**src/bpc_pkg.sv**
```systemverilog
// shared constants and types for the balancing and protection configuration block
package bpc_pkg;

    // timing
    localparam int unsigned BPC_CLK_PERIOD_NS  = 10;
    localparam int unsigned BPC_SETTLE_UNIT_MS = 1;
    localparam int unsigned BPC_MS_CYCLES      = (BPC_SETTLE_UNIT_MS * 1000000) / BPC_CLK_PERIOD_NS;

    // register byte addresses
    localparam logic [7:0] BPC_OFF_BAL_CFG     = 8'h00;
    localparam logic [7:0] BPC_OFF_LOW_TEMP    = 8'h04;
    localparam logic [7:0] BPC_OFF_HIGH_TEMP   = 8'h08;
    localparam logic [7:0] BPC_OFF_DIE_LIMIT   = 8'h0C;
    localparam logic [7:0] BPC_OFF_PROT_EN     = 8'h10;
    localparam logic [7:0] BPC_OFF_CTRL        = 8'h14;
    localparam logic [7:0] BPC_OFF_CELL_SEL    = 8'h18;
    localparam logic [7:0] BPC_OFF_BAL_STATUS  = 8'h1C;
    localparam logic [7:0] BPC_OFF_IRQ_STATUS  = 8'h20;
    localparam logic [7:0] BPC_OFF_IRQ_MASK    = 8'h24;

    // reset values
    localparam logic [3:0] BPC_RST_BAL_CFG     = 4'h2;
    localparam logic [7:0] BPC_RST_LOW_TEMP    = 8'hFF;
    localparam logic [7:0] BPC_RST_HIGH_TEMP   = 8'h00;
    localparam logic [7:0] BPC_RST_DIE_LIMIT   = 8'h55;
    localparam logic [7:0] BPC_RST_PROT_EN     = 8'hA1;
    localparam logic [9:0] BPC_RST_IRQ_MASK    = 10'h000;

    // balancing configuration fields
    localparam int BPC_LOCK_BIT   = 0;
    localparam int BPC_DLY_LSB    = 1;
    localparam int BPC_DLY_MSB    = 3;
    localparam int BPC_BAL_CFG_W  = 4;
    localparam int BPC_CTRL_CFG_BIT = 0;

    // protection enable bit positions
    localparam int BPC_CELL_OVERVOLTAGE          = 7;
    localparam int BPC_CELL_UNDERVOLTAGE         = 6;
    localparam int BPC_DISCHARGE_SHORT_CIRCUIT   = 5;
    localparam int BPC_DISCHARGE_OVERCURRENT_ONE = 4;
    localparam int BPC_DISCHARGE_OVERCURRENT_TWO = 3;
    localparam int BPC_CHARGE_OVERCURRENT        = 2;
    localparam int BPC_CURRENT_LATCH             = 1;
    localparam int BPC_REGULATOR_OUTPUT_CHECK    = 0;

    // interrupt status layout: 7:0 safety flags, then block events
    localparam int BPC_STAT_SETTLE  = 8;
    localparam int BPC_STAT_DISCARD = 9;
    localparam int BPC_STAT_W       = 10;

    // balancing status fields
    localparam int BPC_BST_INHIBIT = 0;
    localparam int BPC_BST_SETTLE  = 1;

    // thermistor threshold scale: 256 adc codes per step
    localparam int BPC_THERM_SHIFT = 8;

    typedef enum logic {BPC_SETTLE_IDLE, BPC_SETTLE_WAIT} bpc_settle_state_type;

endpackage

```
**src/bpc_core_if.sv**
```systemverilog
// signals between the configuration core, the settle timer and the safety flag bank
`timescale 1ns/1ps
interface bpc_core_if;
    logic [2:0]                    balance_settle_delay;
    logic                          balance_on;
    logic                          settle_busy;
    logic                          settle_done;
    logic [7:0]                    fault_in;
    logic [7:0]                    prot_enable;
    logic [1:0]                    block_events;
    logic                          status_clear;
    logic [bpc_pkg::BPC_STAT_W-1:0] status;

    modport core   (output balance_settle_delay, balance_on, fault_in, prot_enable, block_events,
                    status_clear, input settle_busy, settle_done, status);
    modport settle (input balance_settle_delay, balance_on, output settle_busy, settle_done);
    modport flags  (input fault_in, prot_enable, block_events, status_clear, output status);
endinterface

```
**src/bpc_settle_timer.sv**
```systemverilog
// settle delay between end of balancing and the next cell measurement
`timescale 1ns/1ps
module bpc_settle_timer #(
    parameter int unsigned CYCLES_PER_MS = bpc_pkg::BPC_MS_CYCLES
) (
    // clock and reset
    input  wire logic   pclk,
    input  wire logic   presetn,
    // core link
    bpc_core_if.settle  core
);
    bpc_pkg::bpc_settle_state_type state_q;
    logic [31:0] cnt_q;
    logic        done_q;
    logic        bal_prev_q;
    logic        bal_fell;
    logic [31:0] dly_cycles;

    assign bal_fell         = bal_prev_q && !core.balance_on;
    // code n>0 gives 2^(n-1) ms
    assign dly_cycles       = CYCLES_PER_MS << (core.balance_settle_delay - 3'd1);
    assign core.settle_busy = (state_q == bpc_pkg::BPC_SETTLE_WAIT);
    assign core.settle_done = done_q;

    always_ff @(posedge pclk or negedge presetn) begin
        if (!presetn) begin
            state_q    <= bpc_pkg::BPC_SETTLE_IDLE;
            cnt_q      <= 32'h0000_0000;
            done_q     <= 1'b0;
            bal_prev_q <= 1'b0;
        end else begin
            bal_prev_q <= core.balance_on;
            done_q     <= 1'b0;
            case (state_q)
                bpc_pkg::BPC_SETTLE_IDLE: begin
                    if (bal_fell) begin
                        if (core.balance_settle_delay == 3'd0) begin
                            done_q <= 1'b1;
                        end else begin
                            cnt_q   <= dly_cycles;
                            state_q <= bpc_pkg::BPC_SETTLE_WAIT;
                        end
                    end
                end
                bpc_pkg::BPC_SETTLE_WAIT: begin
                    // balancing restarted: no measurement is due yet
                    if (core.balance_on) begin
                        state_q <= bpc_pkg::BPC_SETTLE_IDLE;
                    end else if (cnt_q <= 32'h0000_0001) begin
                        done_q  <= 1'b1;
                        state_q <= bpc_pkg::BPC_SETTLE_IDLE;
                    end else begin
                        cnt_q <= cnt_q - 32'h0000_0001;
                    end
                end
                default: state_q <= bpc_pkg::BPC_SETTLE_IDLE;
            endcase
        end
    end
endmodule // bpc_settle_timer

```
**src/bpc_flag_bank.sv**
```systemverilog
// sticky safety and event flags, cleared by a status read
`timescale 1ns/1ps
module bpc_flag_bank (
    // clock and reset
    input  wire logic  pclk,
    input  wire logic  presetn,
    // core link
    bpc_core_if.flags  core
);
    logic [bpc_pkg::BPC_STAT_W-1:0] status_q;
    logic [bpc_pkg::BPC_STAT_W-1:0] events;
    logic [7:0]                     gated;

    // only enabled protections raise a flag
    assign gated       = core.fault_in & core.prot_enable;
    assign events      = {core.block_events, gated};
    assign core.status = status_q;

    genvar i;
    generate
        for (i = 0; i < bpc_pkg::BPC_STAT_W; i++) begin : g_flag
            // a new event wins over the read clear
            always_ff @(posedge pclk or negedge presetn) begin
                if (!presetn) begin
                    status_q[i] <= 1'b0;
                end else begin
                    status_q[i] <= events[i] | (status_q[i] & !core.status_clear);
                end
            end
        end
    endgenerate
endmodule // bpc_flag_bank

```
**src/bpc_config.sv**
```systemverilog
// balancing and protection configuration registers with apb access
// What this block does
// - after balancing stops, wait 0 or 1..64 ms (field bits 3:1) before measuring
// - lock bit 0 set discards host writes to the active balance cell selection
// - reading the cell selection always returns the live balancing status
// - balancing forbidden while thermistor reading exceeds low threshold times 256
// - balancing forbidden while thermistor reading is below high threshold times 256
// - balancing forbidden while die temperature exceeds signed limit, default 85
// - an enabled protection's fault sets its safety flag; disabled ones set none
// - enable mask gates flags only; fet action uses the raw fault separately
// - one enable bit per protection, bit 7 overvoltage to bit 0 regulator, default A1
// - configuration copies into active settings on leaving configuration-update mode
//
// Implementation choices: the placing of the registers and register access over APB.
`timescale 1ns/1ps
module bpc_config #(
    parameter int unsigned CYCLES_PER_MS = bpc_pkg::BPC_MS_CYCLES,
    parameter int          CELLS         = 8
) (
    // clock and reset
    input  wire logic               pclk,
    input  wire logic               presetn,
    // apb slave
    input  wire logic               psel,
    input  wire logic               penable,
    input  wire logic               pwrite,
    input  wire logic [7:0]         paddr,
    input  wire logic [31:0]        pwdata,
    output logic                    pready,
    output logic [31:0]             prdata,
    output logic                    pslverr,
    // measurements and faults
    input  wire logic [15:0]        thermistor_input,
    input  wire logic [7:0]         die_temp,
    input  wire logic [7:0]         fault_detect,
    // balancing, measurement and fet side
    output logic [CELLS-1:0]        balance_cells,
    output logic                    balance_inhibit,
    output logic                    meas_start,
    output logic [7:0]              fault_to_fet,
    // interrupt
    output logic                    irq
);
    bpc_core_if core ();

    // configuration shadows
    logic [bpc_pkg::BPC_BAL_CFG_W-1:0] bal_cfg_q;
    logic [7:0]                        low_temp_q;
    logic [7:0]                        high_temp_q;
    logic [7:0]                        die_limit_q;
    logic [7:0]                        prot_en_q;
    logic                              cfg_mode_q;
    // active copies
    logic [bpc_pkg::BPC_BAL_CFG_W-1:0] act_bal_cfg_q;
    logic [7:0]                        act_low_q;
    logic [7:0]                        act_high_q;
    logic [7:0]                        act_die_q;
    logic [7:0]                        act_en_q;
    // runtime state
    logic [CELLS-1:0]                  cell_sel_q;
    logic [CELLS-1:0]                  balance_cells_q;
    logic                              balance_inhibit_q;
    logic [7:0]                        fault_to_fet_q;
    logic [bpc_pkg::BPC_STAT_W-1:0]    irq_mask_q;
    logic                              irq_q;
    logic                              discard_q;
    logic                              pready_q;
    logic [31:0]                       prdata_q;
    logic                              pslverr_q;

    // apb decode
    logic        access;
    logic        wr_en;
    logic        rd_en;
    logic        hit_bal_cfg;
    logic        hit_low;
    logic        hit_high;
    logic        hit_die;
    logic        hit_en;
    logic        hit_ctrl;
    logic        hit_sel;
    logic        hit_bst;
    logic        hit_ist;
    logic        hit_mask;
    logic        hit_cfg;
    logic        hit_any;
    logic        hit_ro;
    logic        err_d;
    logic        act_lock;
    logic        leave_cfg;
    logic        sel_wr_ok;
    logic        sel_wr_drop;
    logic        forbid;
    logic [15:0] low_limit;
    logic [15:0] high_limit;
    logic [31:0] rdata_d;

    assign access      = psel && penable && !pready_q;
    assign wr_en       = psel && penable && pready_q && pwrite;
    assign rd_en       = psel && penable && pready_q && !pwrite;
    assign hit_bal_cfg = (paddr == bpc_pkg::BPC_OFF_BAL_CFG);
    assign hit_low     = (paddr == bpc_pkg::BPC_OFF_LOW_TEMP);
    assign hit_high    = (paddr == bpc_pkg::BPC_OFF_HIGH_TEMP);
    assign hit_die     = (paddr == bpc_pkg::BPC_OFF_DIE_LIMIT);
    assign hit_en      = (paddr == bpc_pkg::BPC_OFF_PROT_EN);
    assign hit_ctrl    = (paddr == bpc_pkg::BPC_OFF_CTRL);
    assign hit_sel     = (paddr == bpc_pkg::BPC_OFF_CELL_SEL);
    assign hit_bst     = (paddr == bpc_pkg::BPC_OFF_BAL_STATUS);
    assign hit_ist     = (paddr == bpc_pkg::BPC_OFF_IRQ_STATUS);
    assign hit_mask    = (paddr == bpc_pkg::BPC_OFF_IRQ_MASK);
    assign hit_cfg     = hit_bal_cfg || hit_low || hit_high || hit_die || hit_en;
    assign hit_ro      = hit_bst || hit_ist;
    assign hit_any     = hit_cfg || hit_ctrl || hit_sel || hit_ro || hit_mask;
    // configuration writes outside configuration-update mode are refused
    assign err_d       = !hit_any || (pwrite && ((hit_cfg && !cfg_mode_q) || hit_ro));

    assign act_lock    = act_bal_cfg_q[bpc_pkg::BPC_LOCK_BIT];
    assign sel_wr_ok   = wr_en && hit_sel && !act_lock;
    assign sel_wr_drop = wr_en && hit_sel && act_lock;
    assign leave_cfg   = wr_en && hit_ctrl && cfg_mode_q && !pwdata[bpc_pkg::BPC_CTRL_CFG_BIT];

    // thresholds are in steps of 256 adc codes
    assign low_limit  = {act_low_q, 8'h00};
    assign high_limit = {act_high_q, 8'h00};
    assign forbid     = (thermistor_input > low_limit)
                     || (thermistor_input < high_limit)
                     || ($signed(die_temp) > $signed(act_die_q));

    // read mux
    always_comb begin
        rdata_d = 32'h0000_0000;
        if (hit_bal_cfg) begin
            rdata_d[bpc_pkg::BPC_BAL_CFG_W-1:0] = bal_cfg_q;
        end else if (hit_low) begin
            rdata_d[7:0] = low_temp_q;
        end else if (hit_high) begin
            rdata_d[7:0] = high_temp_q;
        end else if (hit_die) begin
            rdata_d[7:0] = die_limit_q;
        end else if (hit_en) begin
            rdata_d[7:0] = prot_en_q;
        end else if (hit_ctrl) begin
            rdata_d[bpc_pkg::BPC_CTRL_CFG_BIT] = cfg_mode_q;
        end else if (hit_sel) begin
            rdata_d[CELLS-1:0] = balance_cells_q;
        end else if (hit_bst) begin
            rdata_d[bpc_pkg::BPC_BST_INHIBIT] = balance_inhibit_q;
            rdata_d[bpc_pkg::BPC_BST_SETTLE]  = core.settle_busy;
        end else if (hit_ist) begin
            rdata_d[bpc_pkg::BPC_STAT_W-1:0] = core.status;
        end else if (hit_mask) begin
            rdata_d[bpc_pkg::BPC_STAT_W-1:0] = irq_mask_q;
        end
    end

    // core link
    assign core.balance_settle_delay = act_bal_cfg_q[bpc_pkg::BPC_DLY_MSB:bpc_pkg::BPC_DLY_LSB];
    assign core.balance_on           = |balance_cells_q;
    assign core.fault_in             = fault_detect;
    assign core.prot_enable          = act_en_q;
    assign core.block_events         = {discard_q, core.settle_done};
    assign core.status_clear         = rd_en && hit_ist;

    // apb handshake: one wait cycle, data and error registered with pready
    always_ff @(posedge pclk or negedge presetn) begin
        if (!presetn) begin
            pready_q  <= 1'b0;
            prdata_q  <= 32'h0000_0000;
            pslverr_q <= 1'b0;
        end else begin
            pready_q  <= access;
            pslverr_q <= access && err_d;
            if (access) begin
                prdata_q <= pwrite ? 32'h0000_0000 : rdata_d;
            end
        end
    end

    // configuration shadows and mode bit
    always_ff @(posedge pclk or negedge presetn) begin
        if (!presetn) begin
            bal_cfg_q   <= bpc_pkg::BPC_RST_BAL_CFG;
            low_temp_q  <= bpc_pkg::BPC_RST_LOW_TEMP;
            high_temp_q <= bpc_pkg::BPC_RST_HIGH_TEMP;
            die_limit_q <= bpc_pkg::BPC_RST_DIE_LIMIT;
            prot_en_q   <= bpc_pkg::BPC_RST_PROT_EN;
            cfg_mode_q  <= 1'b0;
            irq_mask_q  <= bpc_pkg::BPC_RST_IRQ_MASK;
        end else if (wr_en) begin
            if (hit_bal_cfg && cfg_mode_q) begin
                bal_cfg_q <= pwdata[bpc_pkg::BPC_BAL_CFG_W-1:0];
            end
            if (hit_low && cfg_mode_q) begin
                low_temp_q <= pwdata[7:0];
            end
            if (hit_high && cfg_mode_q) begin
                high_temp_q <= pwdata[7:0];
            end
            if (hit_die && cfg_mode_q) begin
                die_limit_q <= pwdata[7:0];
            end
            if (hit_en && cfg_mode_q) begin
                prot_en_q <= pwdata[7:0];
            end
            if (hit_ctrl) begin
                cfg_mode_q <= pwdata[bpc_pkg::BPC_CTRL_CFG_BIT];
            end
            if (hit_mask) begin
                irq_mask_q <= pwdata[bpc_pkg::BPC_STAT_W-1:0];
            end
        end
    end

    // active settings follow the shadows only when configuration mode ends
    always_ff @(posedge pclk or negedge presetn) begin
        if (!presetn) begin
            act_bal_cfg_q <= bpc_pkg::BPC_RST_BAL_CFG;
            act_low_q     <= bpc_pkg::BPC_RST_LOW_TEMP;
            act_high_q    <= bpc_pkg::BPC_RST_HIGH_TEMP;
            act_die_q     <= bpc_pkg::BPC_RST_DIE_LIMIT;
            act_en_q      <= bpc_pkg::BPC_RST_PROT_EN;
        end else if (leave_cfg) begin
            act_bal_cfg_q <= bal_cfg_q;
            act_low_q     <= low_temp_q;
            act_high_q    <= high_temp_q;
            act_die_q     <= die_limit_q;
            act_en_q      <= prot_en_q;
        end
    end

    // balancing selection, gating and fault pass-through
    always_ff @(posedge pclk or negedge presetn) begin
        if (!presetn) begin
            cell_sel_q        <= '0;
            balance_cells_q   <= '0;
            balance_inhibit_q <= 1'b0;
            fault_to_fet_q    <= 8'h00;
            discard_q         <= 1'b0;
            irq_q             <= 1'b0;
        end else begin
            if (sel_wr_ok) begin
                cell_sel_q <= pwdata[CELLS-1:0];
            end
            discard_q         <= sel_wr_drop;
            balance_inhibit_q <= forbid;
            balance_cells_q   <= forbid ? '0 : cell_sel_q;
            fault_to_fet_q    <= fault_detect;
            irq_q             <= |(core.status & irq_mask_q);
        end
    end

    bpc_settle_timer #(
        .CYCLES_PER_MS (CYCLES_PER_MS)
    ) u_settle (
        .pclk    (pclk),
        .presetn (presetn),
        .core    (core)
    );

    bpc_flag_bank u_flags (
        .pclk    (pclk),
        .presetn (presetn),
        .core    (core)
    );

    assign pready          = pready_q;
    assign prdata          = prdata_q;
    assign pslverr         = pslverr_q;
    assign balance_cells   = balance_cells_q;
    assign balance_inhibit = balance_inhibit_q;
    assign meas_start      = core.settle_done;
    assign fault_to_fet    = fault_to_fet_q;
    assign irq             = irq_q;
endmodule // bpc_config

```
**config.mk**
```make
export PLATFORM = sky130hd
export DESIGN_NAME = bpc_config
export DESIGN_NICKNAME = d
export VERILOG_FILES = /design/src/bpc_pkg.sv /design/src/bpc_core_if.sv /design/src/bpc_settle_timer.sv /design/src/bpc_flag_bank.sv /design/src/bpc_config.sv
export SDC_FILE = /design/constraint.sdc
export NUM_CORES = 1
export LEC_CHECK = 0
export ABC_AREA = 0
export BUFFER_PORTS_ARGS = -buffer_cell sky130_fd_sc_hd__buf_2
export CORE_ASPECT_RATIO = 0.7
export CORE_MARGIN = 3
export CORE_UTILIZATION = 46
export DETAILED_ROUTE_END_ITERATION = 10
export PLACE_DENSITY = 0.66
export SYNTH_ARGS = -nofsm -noshare
export SYNTH_HDL_FRONTEND = slang
export SYNTH_SLANG_ARGS = --single-unit
```
**constraint.sdc**
```tcl
create_clock -name pclk -period 2.7 [get_ports pclk]
set_clock_uncertainty 0.15 [all_clocks]
set_input_delay 0.54 -clock pclk [delete_from_list [all_inputs] [get_ports pclk]]
set_output_delay 0.54 -clock pclk [all_outputs]
set_load 0.02 [all_outputs]
```
==> flow_metrics.tcl <==
set metrics [dict create \
    power.total_mw 5.34 \
    viasPerCell 5.75 \
    place.port_buffers 85 \
    clock.fmax_mhz 388 \
    p_per_area_mw_per_mm2 521 \
    htree_num_levels 4 \
    rsz0062_at_grt "no" \
    rrSetupSlack_ns 0.12 \
    synth-seq-area-share_pct 48.6 \
    synthCells 823 \
    worst_path_largest_cell_delay_ns 0.53 \
    synthTopCellsByCount "dfrtp_1, mux2_2, o21ai_0, nand2_1, nor2_1" \
    async_flop_share_pct 100 \
    die-area_mm2 0.0206 \
    internal_power_mw 3.92 \
    status "completed" \
    reg2reg_from "act_bal_cfg_q[1]$_DFFE_PN1P_" \
    finalWirelength_um 23000 \
    cts-buffers-inserted 17 \
    synth_top_area_cell "dfrtp_1" \
    worstHoldPathCells 1 \
    vias 6898 \
    finalSetupViolCount 0 \
    grt_pass1_vias 6470 \
    irDropWorstVdd_mv 0.385 \
    drive_above_1_share_pct 31.6 \
    synth.most_common_cell "dfrtp_1" \
    core_area_mm2 0.0183 \
    drtPass1Iterations 7 \
    area_growth_pct 18.0 \
    cts_tree "done" \
    grt_max_degree 64 \
    final_nets 1061 \
    power_switching_share_pct 26.5 \
    dpl.hpwl_um 17300 \
    rr_worst_depth 9 \
    num_io_pins 130 \
    cts_buffer_depth 2 \
    crit_path_end_kind "flip-flop" \
    synthFlopType "dfrtp_1" \
    crit_chain "inv_1 -> ha_1 -> nor2b_1 -> or3b_1 -> inv_1 -> o21ai_2 -> buf_12 -> or4_1 -> a21oi_1" \
    num_rows 41 \
    postCtsSetupBuffers 0 \
    synth.distinct_cells 76 \
    critPathRequiredTime_ns 2.91 \
    critPathMaxFanout 25 \
    tightestPinTransition_ns 0.637 \
    clk_latency_ns 0.43 \
    clk_pin_slew_ns 0.07 \
    holdCritStartpoint "fault_detect[1]" \
    hold_end "fault_to_fet[1]$_DFF_PN0_" \
    cts_root_buf "clkbuf_16" \
    drv_slew 0 \
    gp_congestion 0.899 \
    cts.sinks 167 \
    n_fill_cell 1596 \
    grt_overflow_total 0 \
    min_period_ns 2.58 \
    hold_viol 0 \
    grt_pass1_wl_um 36800 \
    ys_warn_count 0 \
    reg2reg_to "u_settle.cnt_q[30]$_DFFE_PN0P_" \
    syn-cell-area_mm2 0.00867 \
    die_height_um 121 \
    wl_per_cell_um 19.2 \
    ys_seq_elements 167 \
    maxCapViolCount 0 \
    cp.arrival_ns 2.78 \
    start_kind "flip-flop" \
    yosys-top-cells-area "dfrtp_1, mux2_2, dfstp_2, ha_1, o21ai_0" \
    antenna_found_initial 1 \
    pwr-share-comb_pct 9.9 \
    hp-class "in2reg" \
    antenna_left 0 \
    crit_top_cell "inv_1" \
    die_w_um 170 \
    slowest_stage "dfstp_2" \
    clkPwrFrac_pct 42.5 \
    seqPwrFrac_pct 47.6 \
    drc_errors 0 \
    start_util_pct 47.5 \
    synth.top_cell.area_share_pct 38.9 \
    leakage_nw 5.01 \
    p_switching_mw 1.41 \
    grt.total_usage_pct 23.2 \
    synth_edf_count 0 \
    tns_ns 0 \
    relSlewSlack_pct 57.3 \
    avgSynthCellArea_um2 10.5 \
    period_share_pct 95.4 \
    drtIter0Drc 696 \
    critPathKind "reg2reg" \
]
==> cells in the final DEF (no fill, tap or decap), types with 9 or more instances in the layout <==
cell	count
nor3_1	22
nand2_1	62
clkbuf_16	17
a22oi_1	11
a31oi_1	12
nor2_1	42
nand3_1	19
buf_2	84
nor4_1	10
inv_1	41
dfstp_2	32
mux2_2	76
buf_4	50
ha_1	34
o21ai_0	63
conb_1	22
or4_1	9
a21oi_1	40
and2_1	11
dfrtp_1	135
a22o_1	18
==> worst max-delay path, delay by kind of cell (launching register included) <==
family / cells / cell delay [ns]
simple gates: 3 / 1.04
flops: 1 / 0.53
compound gates: 2 / 0.28
fa+ha+maj: 1 / 0.18
buf+inv: 3 / 0.35
==> layout make-up <==
| type | instances | area (um2) | area share [%] |
|---|---|---|---|
| Multi-Input combinational cell | 579 | 4080 | 39.8 |
| Inverter | 43 | 161 | 1.58 |
| Tap cell | 236 | 295 | 2.89 |
| Sequential cell | 167 | 4220 | 41.2 |
| Clock buffer | 19 | 443 | 4.33 |
| Clock inverter | 13 | 98.8 | 0.966 |
| Timing Repair Buffer | 142 | 937 | 9.16 |
| Antenna cell | 1 | 2.50 | 0.0244 |
==> metal layers <==
layer | wire length [um] | track usage (%) | vias to the layer above
li1 | - | - | 3229
met1 | 12000 | 38.7 | 3353
met2 | 8870 | 29.7 | 296
met3 | 1900 | 4.82 | 20
met4 | 242 | 5.98 | 0
met5 | 0 | 0 | -
==> registers in the layout (all words and copies together) (netlist names), 8 cells and up <==
name	flops
act_en_q	8
die_limit_q	8
act_low_q	8
prot_en_q	8
u_settle.cnt_q	32
act_die_q	8
irq_mask_q	10
prdata	10
fault_to_fet	8
balance_cells	8
high_temp_q	8
cell_sel_q	8
low_temp_q	8
u_flags.core.status	10
act_high_q	8
==> per-stage QoR <==
stage	utilization [%]	setup WS, ns	area (um2)	hold WS, ns	cells
5_1_grt	56.0	0.0280	10200	0.0910	1200
2_1_floorplan	-	0.146	8750	0.0944	844
6_report	56.0	0.123	10200	0.0935	1200
4_1_cts	56.0	0.123	10200	0.0815	1199
3_5_place_dp	53.0	0.0763	9680	0.296	1166
3_3_place_gp	53.0	0.106	9680	0.295	1166
==> repair_timing <==
| item | 4_1_cts | 5_1_grt |
|---|---|---|
| gates resized for setup | 0 | 1 |
| hold endpoints to repair | 40 | 0 |
| setup endpoints to repair | 0 | 1 |
| hold buffers | 1 | 0 |
==> cell families (layout without fill, tap and decap cells) <==
family	after synthesis	count (layout)	share of synthesized area, %
AOI/OAI and AO/OA	204	204	15.2
xor gates and xnor gates	2	2	0.202
adders and majority gates	34	34	4.90
buffers and inverters	98	217	5.35
DFF	167	167	48.6
muxes	84	84	10.8
other	1	23	0.0432
and+or+nand+nor	233	233	14.8
==> worst max-delay path by stage <==
stage                                         startpoint                        endpoint  slack, ns
after floorplan             act_bal_cfg_q[1]$_DFFE_PN1P_  u_settle.cnt_q[31]$_DFFE_PN0P_       0.15
after global placement                          paddr[1]       low_temp_q[5]$_DFFE_PN1P_       0.11
after detailed placement                        paddr[1]       low_temp_q[2]$_DFFE_PN1P_       0.08
after CTS                  u_settle.cnt_q[4]$_DFFE_PN0P_  u_settle.cnt_q[22]$_DFFE_PN0P_       0.12
after global routing      u_settle.cnt_q[18]$_DFFE_PN0P_  u_settle.cnt_q[22]$_DFFE_PN0P_       0.03
final                       act_bal_cfg_q[1]$_DFFE_PN1P_  u_settle.cnt_q[30]$_DFFE_PN0P_       0.12
==> power by group through the flow <==
stage          registers [mW]  logic (mW)  clock network, mW
5_1_grt                  2.54       0.576               2.41
2_1_floorplan            2.59       0.264                  0
3_3_place_gp             2.58       0.514                  0
4_1_cts                  2.54       0.518               2.31
6_report                 2.54       0.527               2.27
3_5_place_dp             2.58       0.514                  0
No activity file was read; power rests on OpenSTA's default activity.
